==> config.mk <==
export PLATFORM = sky130hd
export DESIGN_NAME = bmr_registers
export DESIGN_NICKNAME = d
export VERILOG_FILES = /design/src/rtl/bmr_pkg.sv /design/src/rtl/bmr_registers.sv /design/src/rtl/bmr_change_protect.sv /design/src/rtl/bmr_warning_detect.sv
export SDC_FILE = /design/constraint.sdc
export NUM_CORES = 1
export LEC_CHECK = 0
export BUFFER_PORTS_ARGS = -buffer_cell sky130_fd_sc_hd__buf_2
export CORE_UTILIZATION = 50
export CTS_CLUSTER_SIZE = 25
export DETAILED_ROUTE_END_ITERATION = 12
export PLACE_DENSITY = 0.88
export SKIP_CTS_REPAIR_TIMING = 1
export SLEW_MARGIN = 0
export SYNTH_ARGS = -nofsm -noshare
export SYNTH_HDL_FRONTEND = slang
export SYNTH_SLANG_ARGS = --single-unit
==> constraint.sdc <==
create_clock -name clk -period 2.2 [get_ports clk]
set_input_delay 0.22 -clock clk [delete_from_list [all_inputs] [get_ports clk]]
set_output_delay 0.22 -clock clk [all_outputs]
set_load 0.005 [all_outputs]
==> src/rtl/bmr_pkg.sv <==
// Shared constants and types for the brown-out monitor register bank
package bmr_pkg;

   // System clock and sampling rates
   localparam int unsigned BMR_CLK_HZ = 50_000_000;
   localparam int unsigned BMR_SAMPLE_FAST_HZ = 1000;
   localparam int unsigned BMR_SAMPLE_SLOW_HZ = 125;
   localparam int unsigned BMR_SAMPLE_FAST_CYCLES = BMR_CLK_HZ / BMR_SAMPLE_FAST_HZ;
   localparam int unsigned BMR_SAMPLE_SLOW_CYCLES = BMR_CLK_HZ / BMR_SAMPLE_SLOW_HZ;

   // Cycles that the protected field stays open after an unlock
   localparam int unsigned BMR_UNLOCK_WINDOW_CYCLES = 4;

   // Register indices; byte address is four times the index
   localparam logic [3:0] BMR_IDX_DETECTOR_CONTROL = 4'h0;
   localparam logic [3:0] BMR_IDX_THRESHOLD_LEVEL = 4'h1;
   localparam logic [3:0] BMR_IDX_WARNING_MARGIN_CONTROL = 4'h8;
   localparam logic [3:0] BMR_IDX_INTERRUPT_CONTROL = 4'h9;
   localparam logic [3:0] BMR_IDX_INTERRUPT_FLAGS = 4'hA;
   localparam logic [3:0] BMR_IDX_WARNING_STATUS = 4'hB;

   // Field positions
   localparam int unsigned BMR_LOWPOWER_LSB = 0;
   localparam int unsigned BMR_AWAKE_LSB = 2;
   localparam int unsigned BMR_RATE_BIT = 4;
   localparam int unsigned BMR_LEVEL_LSB = 0;
   localparam int unsigned BMR_MARGIN_LSB = 0;
   localparam int unsigned BMR_IRQ_EN_BIT = 0;
   localparam int unsigned BMR_DIR_LSB = 1;
   localparam int unsigned BMR_FLAG_BIT = 0;
   localparam int unsigned BMR_STATUS_BIT = 0;

   // Reset values of software fields
   localparam logic [1:0] BMR_MARGIN_RESET = 2'h0;
   localparam logic [1:0] BMR_DIR_RESET = 2'h0;
   localparam logic BMR_IRQ_EN_RESET = 1'b0;
   localparam logic BMR_FLAG_RESET = 1'b0;

   // Detector operating modes
   typedef enum logic [1:0] {
      BMR_MODE_OFF = 2'h0,
      BMR_MODE_CONTINUOUS = 2'h1,
      BMR_MODE_SAMPLED = 2'h2,
      BMR_MODE_WAKE_HOLD = 2'h3
   } bmr_mode_t;

   // Warning interrupt trigger direction
   typedef enum logic [1:0] {
      BMR_DIR_BELOW = 2'h0,
      BMR_DIR_ABOVE = 2'h1,
      BMR_DIR_CROSS = 2'h2,
      BMR_DIR_RESERVED = 2'h3
   } bmr_dir_t;

   // Bus handshake states
   typedef enum logic [1:0] {
      BMR_BUS_IDLE = 2'b01,
      BMR_BUS_ACK = 2'b10
   } bmr_bus_st_t;

   // Fuse values presented by the configuration loader
   typedef struct packed {
      logic sample_rate_select;
      bmr_mode_t awake_mode;
      bmr_mode_t lowpower_mode;
      logic [2:0] threshold_level;
   } bmr_fuse_t;

   // Controls toward the analog comparators
   typedef struct packed {
      logic detector_enable;
      logic sample_strobe;
      logic [2:0] threshold_level;
      logic [1:0] warning_margin_select;
   } bmr_analog_t;

endpackage

==> src/rtl/bmr_registers.sv <==
// Brown-out monitor register bank with Avalon-MM slave
//
// The Avalon-MM register port was decided locally.
`timescale 1ns/1ps
module bmr_registers
   import bmr_pkg::*;
#(
   parameter int unsigned SAMPLE_FAST_CYCLES = BMR_SAMPLE_FAST_CYCLES,
   parameter int unsigned SAMPLE_SLOW_CYCLES = BMR_SAMPLE_SLOW_CYCLES,
   parameter int unsigned UNLOCK_WINDOW_CYCLES = BMR_UNLOCK_WINDOW_CYCLES
) (
   input wire logic clk,
   input wire logic reset_n,
   input wire logic [5:0] avs_address,
   input wire logic avs_read,
   input wire logic avs_write,
   input wire logic [3:0] avs_byteenable,
   input wire logic [31:0] avs_writedata,
   output logic [31:0] avs_readdata,
   output logic avs_waitrequest,
   input wire bmr_fuse_t fuse_config,
   input wire logic sleep_deep,
   input wire logic config_change_unlock,
   input wire logic warning_below_raw,
   input wire logic detector_ready_raw,
   output bmr_analog_t analog_ctrl,
   output logic warning_irq,
   output logic exec_hold
);
   localparam int unsigned TW = $clog2(SAMPLE_SLOW_CYCLES + SAMPLE_FAST_CYCLES + 1);
   localparam logic [TW-1:0] FAST_RELOAD = TW'(SAMPLE_FAST_CYCLES - 1);
   localparam logic [TW-1:0] SLOW_RELOAD = TW'(SAMPLE_SLOW_CYCLES - 1);

   typedef struct packed {
      bmr_bus_st_t bus_st;
      logic waitrequest;
      logic [31:0] readdata;
      logic sample_rate_select;
      bmr_mode_t awake_mode;
      bmr_mode_t lowpower_mode;
      logic [2:0] threshold_level;
      logic [1:0] warning_margin_select;
      bmr_dir_t warning_direction_select;
      logic warning_irq_enable;
      logic warning_irq_flag;
      logic irq;
      logic [TW-1:0] tick_cnt;
      logic tick;
      logic det_enable;
      logic det_sampled;
      logic sleep_prev;
      logic ready_sync1;
      logic ready_sync2;
      logic hold;
   } bmr_state_t;

   bmr_state_t s_q;
   bmr_state_t s_d;

   logic prot_open;
   logic prot_consume;
   logic warn_below;
   logic warn_fell;
   logic warn_rose;
   logic commit;
   logic [3:0] idx;
   logic [7:0] wbyte;
   bmr_mode_t mode_now;
   logic set_flag;
   logic clr_flag;
   logic woke;

   // Register index from a byte address; the low two bits are dropped and do not select a lane
   function automatic logic [3:0] reg_index(input logic [5:0] addr);
      return addr[5:2];
   endfunction

   function automatic logic [7:0] reg_read(input bmr_state_t s, input logic [3:0] i, input logic below);
      logic [7:0] v;
      v = 8'h00;
      case (i)
         BMR_IDX_DETECTOR_CONTROL: begin
            v[BMR_RATE_BIT] = s.sample_rate_select;
            v[BMR_AWAKE_LSB +: 2] = s.awake_mode;
            v[BMR_LOWPOWER_LSB +: 2] = s.lowpower_mode;
         end
         BMR_IDX_THRESHOLD_LEVEL: begin
            v[BMR_LEVEL_LSB +: 3] = s.threshold_level;
         end
         BMR_IDX_WARNING_MARGIN_CONTROL: begin
            v[BMR_MARGIN_LSB +: 2] = s.warning_margin_select;
         end
         BMR_IDX_INTERRUPT_CONTROL: begin
            v[BMR_DIR_LSB +: 2] = s.warning_direction_select;
            v[BMR_IRQ_EN_BIT] = s.warning_irq_enable;
         end
         BMR_IDX_INTERRUPT_FLAGS: begin
            v[BMR_FLAG_BIT] = s.warning_irq_flag;
         end
         BMR_IDX_WARNING_STATUS: begin
            v[BMR_STATUS_BIT] = below;
         end
         default: begin
            v = 8'h00;
         end
      endcase
      return v;
   endfunction

   // Does a reported crossing match the chosen direction
   function automatic logic dir_match(input bmr_dir_t d, input logic fell, input logic rose);
      logic m;
      m = 1'b0;
      case (d)
         BMR_DIR_BELOW: m = fell;
         BMR_DIR_ABOVE: m = rose;
         BMR_DIR_CROSS: m = fell | rose;
         default: m = 1'b0;
      endcase
      return m;
   endfunction

   bmr_change_protect #(
      .WINDOW_CYCLES(UNLOCK_WINDOW_CYCLES)
   ) u_protect (
      .clk(clk),
      .reset_n(reset_n),
      .unlock(config_change_unlock),
      .consume(prot_consume),
      .open_q(prot_open)
   );

   bmr_warning_detect u_warning (
      .clk(clk),
      .reset_n(reset_n),
      .below_raw(warning_below_raw),
      .active(s_q.det_enable),
      .sampled(s_q.det_sampled),
      .tick(s_q.tick),
      .below_q(warn_below),
      .fell_q(warn_fell),
      .rose_q(warn_rose)
   );

   always_comb begin
      s_d = s_q;
      idx = reg_index(avs_address);
      wbyte = avs_writedata[7:0];
      commit = 1'b0;

      // One wait state: request seen in IDLE, answered in ACK, write lands at the ACK edge
      case (s_q.bus_st)
         BMR_BUS_IDLE: begin
            s_d.waitrequest = 1'b1;
            if (avs_read || avs_write) begin
               s_d.bus_st = BMR_BUS_ACK;
               s_d.waitrequest = 1'b0;
               s_d.readdata = avs_read ? {24'h00_0000, reg_read(s_q, idx, warn_below)} : 32'h0000_0000;
            end
         end
         BMR_BUS_ACK: begin
            s_d.bus_st = BMR_BUS_IDLE;
            s_d.waitrequest = 1'b1;
            commit = avs_write && avs_byteenable[0];
         end
         default: begin
            s_d.bus_st = BMR_BUS_IDLE;
            s_d.waitrequest = 1'b1;
         end
      endcase

      // Protected field: an unlocked write spends the window, a locked one is dropped
      prot_consume = commit && (idx == BMR_IDX_DETECTOR_CONTROL);
      if (prot_consume && prot_open) begin
         s_d.lowpower_mode = bmr_mode_t'(wbyte[BMR_LOWPOWER_LSB +: 2]);
      end
      if (commit && idx == BMR_IDX_WARNING_MARGIN_CONTROL) begin
         s_d.warning_margin_select = wbyte[BMR_MARGIN_LSB +: 2];
      end
      if (commit && idx == BMR_IDX_INTERRUPT_CONTROL) begin
         s_d.warning_direction_select = bmr_dir_t'(wbyte[BMR_DIR_LSB +: 2]);
         s_d.warning_irq_enable = wbyte[BMR_IRQ_EN_BIT];
      end

      // Detector mode follows sleep state; reserved low-power code leaves it off
      if (sleep_deep) begin
         mode_now = (s_q.lowpower_mode == BMR_MODE_WAKE_HOLD) ? BMR_MODE_OFF : s_q.lowpower_mode;
      end else begin
         mode_now = s_q.awake_mode;
      end
      s_d.det_enable = (mode_now != BMR_MODE_OFF);
      s_d.det_sampled = (mode_now == BMR_MODE_SAMPLED);

      // Sample tick; counter restarts whenever sampling is not in use
      s_d.tick = 1'b0;
      if (!s_q.det_sampled) begin
         s_d.tick_cnt = s_q.sample_rate_select ? SLOW_RELOAD : FAST_RELOAD;
      end else if (s_q.tick_cnt == '0) begin
         s_d.tick = 1'b1;
         s_d.tick_cnt = s_q.sample_rate_select ? SLOW_RELOAD : FAST_RELOAD;
      end else begin
         s_d.tick_cnt = s_q.tick_cnt - TW'(1);
      end

      // Set beats a simultaneous clear so no crossing is lost
      set_flag = s_q.det_enable && dir_match(s_q.warning_direction_select, warn_fell, warn_rose);
      clr_flag = commit && (idx == BMR_IDX_INTERRUPT_FLAGS) && wbyte[BMR_FLAG_BIT];
      s_d.warning_irq_flag = (s_q.warning_irq_flag && !clr_flag) || set_flag;
      s_d.irq = s_d.warning_irq_enable && s_d.warning_irq_flag;

      // Execution hold after wake in the hold variant, released once detector runs
      s_d.ready_sync1 = detector_ready_raw;
      s_d.ready_sync2 = s_q.ready_sync1;
      s_d.sleep_prev = sleep_deep;
      woke = s_q.sleep_prev && !sleep_deep && (s_q.awake_mode == BMR_MODE_WAKE_HOLD);
      s_d.hold = woke || (s_q.hold && !s_q.ready_sync2);
   end

   always_ff @(posedge clk) begin
      if (!reset_n) begin
         s_q <= '0;
         s_q.bus_st <= BMR_BUS_IDLE;
         s_q.waitrequest <= 1'b1;
         // Fuse values are taken while reset is held
         s_q.sample_rate_select <= fuse_config.sample_rate_select;
         s_q.awake_mode <= fuse_config.awake_mode;
         s_q.lowpower_mode <= fuse_config.lowpower_mode;
         s_q.threshold_level <= fuse_config.threshold_level;
         s_q.warning_margin_select <= BMR_MARGIN_RESET;
         s_q.warning_direction_select <= bmr_dir_t'(BMR_DIR_RESET);
         s_q.warning_irq_enable <= BMR_IRQ_EN_RESET;
         s_q.warning_irq_flag <= BMR_FLAG_RESET;
         s_q.tick_cnt <= FAST_RELOAD;
      end else begin
         s_q <= s_d;
      end
   end

   assign avs_readdata = s_q.readdata;
   assign avs_waitrequest = s_q.waitrequest;
   assign warning_irq = s_q.irq;
   assign exec_hold = s_q.hold;
   assign analog_ctrl.detector_enable = s_q.det_enable;
   assign analog_ctrl.sample_strobe = s_q.tick;
   assign analog_ctrl.threshold_level = s_q.threshold_level;
   assign analog_ctrl.warning_margin_select = s_q.warning_margin_select;
endmodule // bmr_registers

==> src/rtl/bmr_change_protect.sv <==
// Unlock window for the protected low-power-mode field
`timescale 1ns/1ps
module bmr_change_protect
   import bmr_pkg::*;
#(
   parameter int unsigned WINDOW_CYCLES = BMR_UNLOCK_WINDOW_CYCLES
) (
   input wire logic clk,
   input wire logic reset_n,
   input wire logic unlock,
   input wire logic consume,
   output logic open_q
);
   localparam int unsigned CW = $clog2(WINDOW_CYCLES + 1);
   localparam logic [CW-1:0] WIN = CW'(WINDOW_CYCLES);

   typedef struct packed {
      logic [CW-1:0] cnt;
      logic open;
   } bmr_prot_state_t;

   bmr_prot_state_t s_q;
   bmr_prot_state_t s_d;

   always_comb begin
      s_d = s_q;
      // A fresh unlock restarts the window; a protected write uses it up
      if (unlock) begin
         s_d.cnt = WIN;
      end else if (consume) begin
         s_d.cnt = '0;
      end else if (s_q.cnt != '0) begin
         s_d.cnt = s_q.cnt - CW'(1);
      end
      s_d.open = (s_d.cnt != '0);
   end

   always_ff @(posedge clk) begin
      if (!reset_n) begin
         s_q <= '0;
      end else begin
         s_q <= s_d;
      end
   end

   assign open_q = s_q.open;
endmodule // bmr_change_protect

==> src/rtl/bmr_warning_detect.sv <==
// Synchroniser and crossing detector for the warning comparator
`timescale 1ns/1ps
module bmr_warning_detect
   import bmr_pkg::*;
(
   input wire logic clk,
   input wire logic reset_n,
   input wire logic below_raw,
   input wire logic active,
   input wire logic sampled,
   input wire logic tick,
   output logic below_q,
   output logic fell_q,
   output logic rose_q
);
   typedef struct packed {
      logic sync1;
      logic sync2;
      logic level;
      logic valid;
      logic fell;
      logic rose;
      logic [1:0] settle;
   } bmr_warn_state_t;

   bmr_warn_state_t s_q;
   bmr_warn_state_t s_d;
   logic take;

   always_comb begin
      s_d = s_q;
      // The synchroniser still carries levels from before activation; wait until it has flushed
      if (!active) begin
         s_d.settle = 2'd0;
      end else if (s_q.settle != 2'd2) begin
         s_d.settle = s_q.settle + 2'd1;
      end
      take = active && (s_q.settle == 2'd2) && (!sampled || tick);
      s_d.sync1 = below_raw;
      s_d.sync2 = s_q.sync1;
      s_d.fell = 1'b0;
      s_d.rose = 1'b0;
      if (take) begin
         // First look after activation only primes the level, so no false crossing
         s_d.level = s_q.sync2;
         s_d.valid = 1'b1;
         s_d.fell = s_q.valid && s_q.sync2 && !s_q.level;
         s_d.rose = s_q.valid && !s_q.sync2 && s_q.level;
      end else if (!active) begin
         s_d.valid = 1'b0;
      end
   end

   always_ff @(posedge clk) begin
      if (!reset_n) begin
         s_q <= '0;
      end else begin
         s_q <= s_d;
      end
   end

   assign below_q = s_q.level;
   assign fell_q = s_q.fell;
   assign rose_q = s_q.rose;
endmodule // bmr_warning_detect

# Yosys cells after proc, flatten, opt, wreduce, memory -nomap -nowiden
# Index checks and enable logic that the tools add are counted.
[word_totals]
register_bits = 88
input_bits = 58
output_inout_bits = 42
word_cells = 113
[classes]
add_sub_neg = 3
n_eq_ne = 16
n_mux = 24
bitwise_logic = 1
n_reduce_logical = 40
[op_table]
columns = ["op", "n"]
rows = [
  ["19-bit two-way mux", 3],
  ["38-bit two-way mux", 1],
  ["33-bit two-way mux", 1],
  ["1-bit logical AND", 19],
  ["19-bit logical NOT", 1],
  ["19-bit by 1-bit subtractor with 19-bit output, second input constant", 1],
  ["4-bit == test, second input constant", 4],
  ["2-bit == test, second input constant", 6],
  ["3-bit two-way mux", 4],
  ["2-bit two-way mux", 5],
  ["2-bit AND reduction", 5],
  ["1-bit logical NOT", 6],
  ["1-bit one-hot mux with 3 select lines", 2],
  ["1-bit one-hot mux with 6 select lines", 1],
  ["3-bit nonzero test", 2],
  ["1-bit two-way mux", 5],
  ["5-bit two-way mux", 1],
  ["2-bit by 1-bit == test with 1-bit output, second input constant", 2],
  ["4-bit by 1-bit == test with 1-bit output, second input constant", 1],
  ["4-bit logical NOT", 1],
  ["1-bit logical OR", 4],
  ["2-bit by 1-bit != test with 1-bit output, second input constant", 2],
  ["1-bit one-hot mux with 4 select lines", 1],
  ["3-bit by 1-bit subtractor with 3-bit output, second input constant", 1],
  ["5 further kinds", 5],
]

# Longest topological paths before layout
# Gate-level depths: netlist (run 1).
[logic_depth]
depth_word = 9
ltp_mapped = 7
depth_no_buf = 7

# Cells and area by module
# From an unflattened synthesis (run 1), not the netlist that was laid out.
[hier_totals]
hier_cells = 297
hier_area_um2 = 2900.3
[modules_own_cells]
columns = ["module", "instances", "cells_each", "area_per_inst_um2", "seq_area_each_um2"]
rows = [
  ["bmr_registers", 1, 246, 2387.3, 1061.0],
  ["bmr_warning_detect", 1, 29, 301.5, 160.2],
  ["bmr_change_protect", 1, 22, 211.5, 80.1],
]

# Worst setup path after synthesis (run 1)
# OpenSTA, ideal clock, no wires.
[synth_path]
path_kind = "register to register"
startpoint = "reg s_q[9] (netlist bit)"
endpoint = "reg s_q[15] (netlist bit)"
arrival_ns = 1.487
t_required_ns = 2.067
setup_slack_ns = 0.581
path_stages_with_launch = 7
n_path_buf = 1
period_less_slack_ns = 1.619
path_cell_list = "dfxtp_1 nor4_4 and4_1 buf_4 a31oi_4 nor3b_2 a31oi_1"
[synth_via]
elab_chain_cells = 3
[synth_lines]
columns = ["item", "line", "source"]
rows = [
  ["from (decl)", "bmr_registers.sv:57", "bmr_state_t s_q;"],
  ["19-bit by 1-bit subtractor with 19-bit output or 19-bit logical NOT (tied branches)", "bmr_registers.sv:202, bmr_registers.sv:198", ""],
  ["19-bit two-way mux *", "bmr_registers.sv:198", "end else if (s_q.tick_cnt == '0) begin"],
  ["19-bit two-way mux *", "bmr_registers.sv:196", "if (!s_q.det_sampled) begin"],
]
# Every way passes the cells marked *; elsewhere a longest branch is shown, timed or not.
# A chain may end at the register's enable or synchronous reset.

# Worst setup path in the final report (run 1)
[layout_path]
startpoint = "reg s_q[13] (netlist bit)"
endpoint = "reg s_q[18] (netlist bit)"
# Same word-level chain as after synthesis.

==> metrics.md, run 1 <==
| Metric | Value |
|---|---|
| Global route overflow | `0` |
| CTS max path bufs | `2` |
| Total clock sinks | `61` |
| Placement row count | `27` |
| Pwr/cell area | `between 700 and 800 nW/µm²` |
| RR Startpoint | `s_q[13]` |
| Met2 WL | `2.67 mm` |
| Fin. Hold Viols | `0` |
| Internal power | `approximately 0.0019 W` |
| Initial DRC count | `86` |
| Total Power | `0.00244 W` |
| R2R Setup Slk | `0.24 ns` |
| Total GRT Usage | `0.185` |
| Final period util | `0.890` |
| DR pass1 iterations | `4` |
| I/O pin cnt | `100` |
| DR vias/cell | `between 5 and 6` |
| Global-route wire length before repair | `8.63 mm` |
| Layout cells sized above 1 | `0.208` |
| Post-synth top area share | `0.367` |
| DP HPWL | `between 3 and 4 mm` |
| Max Freq | `slightly above 500 MHz` |
| Required time worst endpoint | `2.40 ns` |
| Sum Neg Setup Slack | `0 ns` |
| Clock transition at path regs | `about 0.06 ns` |
| Mean area per synthesized cell | `around 9.7 µm²` |
| Die height | `approximately 78 µm` |
| Initial antenna violation count | `0` |
| H-tree depth | `3` |
| Switching Share | `0.227` |
| Max Slew Vio Count | `0` |
| # diodes | `0` |
| Final GP Congestion | `~0.83` |
| Vias | `2055` |
| Crit path time final | `1.96 ns` |
| R2R cell count | `5` |
| NetSw | `0.000555 W` |
| Hold WC Path Type | `in -> reg` |
| # fillers | `roughly 480` |
| Slew headroom | `0.558` |
| Setup crit start kind | `register` |
| Clk_lat worst skew | `0.33 ns` |
| Drt total wl | `~5.2 mm` |
| Hold Startpoint | `fuse_config[5]` |
| Synth Cell Area | `2890 µm²` |
| Die width | `78.1 µm` |
| Pin count of the biggest net entering global routing | `18` |
| Die footprint | `6090 µm²` |
| Yosys top cell by area | `dfxtp_1` |
| Top FF cell, synth | `dfxtp_1` |
| WL met1 | `2.18 mm` |
| Fraction of registers with async set/reset | `0` |
| Flop pwr share | `0.500` |
| FF+latch count, synth | `61` |
| DR top layer | `met4` |
| Sequential fraction of the synthesis area | `0.450` |
| Multi-input gate area | `between 1000 and 1500 µm²` |
| Final setup violation count | `0` |
| Critical path class | `reg -> reg` |
| Critical Path Sink Type | `register` |
| # port buffers | `38` |
| Drt drc | `0` |
| Max-cap violations | `0` |
| Number of synthesized flops with an enable pin | `8` |
| Comb power frac | `0.082` |
| Nets@finish | `395` |
| Worst hold path cell count | `1` |
| Final ANT Viol Nets | `0` |
| Crit Path Max Fanout | `9` |
| CP Data Arrival Time | `2.15 ns` |
| Gate Count Post-Synth | `299` |
| RSZ-0062 raised after global routing | `no` |
| CTS Buf Count | `9` |
| Hold endpoint | `s_d[38]` |
| Vias in the first global route | `2007` |
| Status | `finished clean` |
| CTS tree | `done` |
| Clock share of power | `0.418` |
| Synth unique cells | `47` |
| Yosys warns | `0` |
| FF-to-FF End | `s_q[18]` |
| FF/Latch Area | `1300 µm²` |
| Synth area leaders | `dfxtp_1 (37%), buf_4 (10%), edfxtp_1 (8.3%)` |
| Core ar. | `5540 µm²` |
| Worst vdd ir | `0.662 mV` |
| P_leak | `1.32 nW` |
| Effective utilization at floorplan | `0.522` |
| Area Overhead vs Synth | `9.65%` |
| Worst Skew | `0.00783 ns` |
| Worst slew pin tran | `0.657 ns` |
| Clock root cell | `clkbuf_8` |
| Met3 WL | `between 300 and 400 µm` |
| Avg WL per Cell | `around 13 µm` |
## Yosys cell counts, types with 2 or more instances
cell and count:
xnor2_1 6, o21ai_0 4, nand3b_1 4, o31ai_1 2, edfxtp_1 8, mux2_2 4, nor4_4 2, a31oi_4 2
a22oi_1 5, nand2b_1 2, nand4_1 3, nand4b_1 3, nand3_1 6, buf_4 40, a21oi_1 17, inv_1 13
mux2i_1 7, o22ai_1 2, nor3_1 4, a31oi_1 5, and2_1 5, clkbuf_1 5, nor2b_1 3, nor2_1 35
dfxtp_1 53, ha_1 6, nor3b_1 2, nor4_1 2, or2_2 2, or4_1 2, nand2_1 19, xor2_1 11
## cell families after synthesis
logic type               count (synthesis)  share of synthesized area
AND/OR/NAND/NOR                        101                      0.192
AO/OA/AOI/OAI                           41                     0.0978
multiplexers                            12                     0.0489
flip-flops                              61                      0.450
XOR/XNOR                                17                     0.0515
buffers and inverters                   60                      0.133
other                                    1                    0.00130
adder cells (fa/ha/maj)                  6                     0.0260
## placed cells by master, fill, tap and decap left out, types with 2 or more instances in the layout
| master | count |
|---|---|
| nor3_1 | 4 |
| clkbuf_1 | 3 |
| o21ai_0 | 4 |
| buf_4 | 4 |
| nor4_4 | 2 |
| buf_2 | 38 |
| nor4_1 | 2 |
| and2_1 | 5 |
| a31oi_4 | 2 |
| nand3b_1 | 4 |
| or2_2 | 2 |
| edfxtp_1 | 8 |
| nand2b_1 | 2 |
| a31oi_1 | 5 |
| a22oi_1 | 5 |
| ha_1 | 6 |
| mux2_2 | 4 |
| nand4_1 | 3 |
| o31ai_1 | 2 |
| nand4b_1 | 3 |
| clkbuf_8 | 12 |
| nor2b_1 | 3 |
| inv_1 | 13 |
| xnor2_1 | 6 |
| o22ai_1 | 2 |
| nor2_1 | 35 |
| nand2_1 | 19 |
| nand3_1 | 6 |
| dfxtp_1 | 53 |
| xor2_1 | 11 |
| mux2i_1 | 7 |
| a21oi_1 | 17 |
| nor3b_1 | 2 |
| or4_1 | 2 |
| conb_1 | 27 |
## area by class of cell
cell class,instances,area share
clock buffers,15,0.0556
inverters,13,0.0154
clock inverters,1,0.00947
multi-input cells,204,0.411
repair buffers,42,0.0694
well taps,72,0.0284
flip-flops and latches,61,0.410
## worst max path at each step
stage,start,to,slack [ns],depth (start not counted)
6_report,s_q[13],s_q[18],0.24,5
4_1_cts,s_q[13],s_q[18],0.23,5
3_5_place_dp,s_q[13],s_q[18],0.24,5
2_1_floorplan,s_q[9],s_q[15],0.58,6
5_1_grt,s_q[13],s_q[22],0.11,5
3_3_place_gp,s_q[13],s_q[15],0.34,5
## flip-flops by register name (all words and copies together), names as in the netlist, 3 cells and up
signal,flops
s_q,30
analog_ctrl,7
avs_readdata,5
s_d,4
u_warning.s_q,4
u_protect.s_q,3
## power by group through the flow
stage	Sequential [W]	Clock, W	Combinational, W
2_1_floorplan	0.00123	0	0.000181
3_3_place_gp	0.00124	0	0.000189
3_5_place_dp	0.00125	0	0.000199
4_1_cts	0.00122	0.00104	0.000200
5_1_grt	0.00123	0.00109	0.000228
6_report	0.00122	0.00102	0.000200
## routing by layer
metal,global-route usage,vias to the layer above
li1,-,1024
met1,0.202,960
met3,0.0767,4
met4,0.0630,0
met5,0,-
met2,0.322,67
## through the flow
step | area (µm²) | hold WS, ns | cells | setup WS [ns] | utilization
after global routing | 3170 | 0.0421 | 408 | 0.110 | 0.572
after global placement | 2970 | 0.398 | 392 | 0.343 | 0.535
final | 3170 | 0.0607 | 408 | 0.243 | 0.572
after floorplan | 2990 | 0.309 | 325 | 0.581 | -
after CTS | 3170 | 0.0428 | 408 | 0.227 | 0.572
after detailed placement | 2970 | 0.402 | 392 | 0.242 | 0.535
## worst max-delay path: stages, from the launching register on
cell	delay, ns
dfxtp_1	0.37
nor4_4	0.41
and4_1	0.46
a31oi_4	0.24
a21oi_4	0.26
a31oi_1	0.07
(Power assumes the default switching activity.)
==> run 2, diff against run 1 <==
--- a/config.mk
+++ b/config.mk
@@ -10,6 +10,7 @@
 export CTS_CLUSTER_SIZE = 25
 export DETAILED_ROUTE_END_ITERATION = 12
 export PLACE_DENSITY = 0.88
+export RECOVER_POWER = 100
 export SKIP_CTS_REPAIR_TIMING = 1
 export SLEW_MARGIN = 0
 export SYNTH_ARGS = -nofsm -noshare
==> metrics.md, run 2 (synthesis results as in run 1) <==
| Metric | Value |
|---|---|
| Clock root cell | `clkbuf_8` |
| DR vias/cell | `5.06 (+0.39%)` |
| Grt met3 use | `0.0767 (unchanged)` |
| Area Overhead vs Synth | `8.87%` |
| Largest Register | `s_q` |
| Internal power | `0.00188 W (-0.21%)` |
| Core ar. | `5540 µm² (unchanged)` |
| Worst slew pin tran | `0.848 ns (+0.190 ns)` |
| Most frequent cells in the layout | `dfxtp_1 (53), nor2_1 (35), buf_2 (32)` |
| GRT busiest layer | `met2` |
| Switching Share | `0.227 (-0.000453)` |
| Placement row count | `27 (unchanged)` |
| Sum Neg Setup Slack | `0 ns (unchanged)` |
| Avg WL per Cell | `12.7 µm (-0.50%)` |
| P_leak | `1.29 nW (-2.9%)` |
| Max-cap violations | `0 (unchanged)` |
| H-tree depth | `3 (unchanged)` |
| Final GP Congestion | `0.834 (unchanged)` |
| # diodes | `0 (unchanged)` |
| Met1 Resource Use GR | `0.202 (unchanged)` |
| CP Data Arrival Time | `2.15 ns (about the same)` |
| Nets@finish | `395 (unchanged)` |
| I/O pin cnt | `100 (unchanged)` |
| Max reg flops | `30 (unchanged)` |
| Die height | `78.1 µm (unchanged)` |
| Pwr/cell area | `773 nW/µm² (+0.45%)` |
| CTS Buf Count | `9 (unchanged)` |
| Crit path time final | `1.95 ns (-0.00665 ns)` |
| Clock transition at path regs | `0.06 ns (about the same)` |
| Slew headroom | `0.435 (-0.123)` |
| Effective utilization at floorplan | `0.522 (unchanged)` |
| DP HPWL | `3.89 mm (unchanged)` |
| Initial DRC count | `71 (-17%)` |
| Final core occ | `0.568 (-0.00406)` |
| Clock share of power | `0.418 (about the same)` |
| Vias in the first global route | `2007 (unchanged)` |
| Status | `finished clean` |
| Final ANT Viol Nets | `0 (unchanged)` |
| Max Slew Vio Count | `0 (unchanged)` |
| Global route overflow | `0 (unchanged)` |
| Drt drc | `0 (unchanged)` |
| Critical Path Sink Type | `register` |
| Required time worst endpoint | `2.40 ns (about the same)` |
| Critical path class | `reg -> reg` |
| Clk_lat worst skew | `0.33 ns (about the same)` |
| Vias | `2063 (+0.39%)` |
| NetSw | `0.000552 W (-0.47%)` |
| Drt total wl | `5.19 mm (-0.50%)` |
| Total clock sinks | `61 (unchanged)` |
| Max Freq | `513 MHz (+0.34%)` |
| Hold WC Path Type | `in -> reg` |
| Initial antenna violation count | `0 (unchanged)` |
| DR pass1 iterations | `4 (unchanged)` |
| Total GRT Usage | `0.185 (unchanged)` |
| Worst vdd ir | `0.657 mV (-0.83%)` |
| Met2 Use GR | `0.322 (unchanged)` |
| CTS tree | `done` |
| CTS max path bufs | `2 (unchanged)` |
| Fin. Hold Viols | `0 (unchanged)` |
| Global-route wire length before repair | `8.63 mm (unchanged)` |
| Flop pwr share | `0.502 (+0.002)` |
| Final period util | `0.887 (-0.00302)` |
| Die footprint | `6090 µm² (unchanged)` |
| # port buffers | `38 (unchanged)` |
| Comb power frac | `0.080 (-0.002)` |
| Die width | `78.1 µm (unchanged)` |
| Setup crit start kind | `register` |
| Most common cell after layout, fill and taps aside | `dfxtp_1` |
| Crit Path Max Fanout | `9 (unchanged)` |
| Layout cells sized above 1 | `0.179 (-0.0298)` |
| RSZ-0062 raised after global routing | `no` |
| Worst Skew | `0.00744 ns (-0.000390 ns)` |
| Pin count of the biggest net entering global routing | `18 (unchanged)` |
| Final setup violation count | `0 (unchanged)` |
==> run 2: routing by layer <==
layer | part of all wire | vias to the layer above
li1 | - | 1024
met1 | 0.42 | 965
met2 | 0.51 | 67
met3 | 0.065 | 7
met4 | 0.010 | 0
met5 | 0 | -
==> run 2: cell type report <==
cell class / instances / area, µm²
sequential: 61 / 1300
clock buffer: 15 / 176
timing repair buffer: 42 / 198
tap: 72 / 90.1
clock inverter: 1 / 30.0
inverter: 13 / 48.8
multi-input combinational: 204 / 1310
fill: 484 / 2390
==> run 2: power by group through the flow <==
| stage | clock [W] | combinational (W) | sequential [W] |
|---|---|---|---|
| detailed placement | 0 | 0.000199 | 0.00125 |
| global route | 0.00109 | 0.000223 | 0.00123 |
| floorplan | 0 | 0.000181 | 0.00123 |
| finish | 0.00102 | 0.000196 | 0.00122 |
| global placement | 0 | 0.000189 | 0.00124 |
| CTS | 0.00104 | 0.000200 | 0.00122 |
==> run 2: per-stage QoR <==
step,power (W),setup WS [ns],std cells,cell area (µm²),hold slack (ns)
final,0.00243,0.250,408,3150,0.0606
after global routing,0.00254,0.107,408,3150,0.0421
after CTS,0.00246,0.227,408,3170,0.0428
after detailed placement,0.00144,0.242,392,2970,0.402
after global placement,0.00143,0.343,392,2970,0.398
after floorplan,0.00142,0.581,325,2990,0.309
==> run 2: worst paths after layout <==
kind / from / endpoint / slack [ns] / depth (start not counted)
max: s_q[13] / s_q[18] / 0.25 / 5
min reg2reg: u_warning.s_d[6] / u_warning.s_q[6] / 0.44 / 1
max reg2reg: s_q[13] / s_q[18] / 0.25 / 5
min: fuse_config[5] / s_d[38] / 0.06 / 1
==> run 2: worst max-delay path, stage by stage, from the launching register on <==
cell and delay [ns]:
dfxtp_1 0.37, nor4_4 0.41, and4_1 0.46, a31oi_4 0.24, a21oi_4 0.26, a31oi_1 0.07
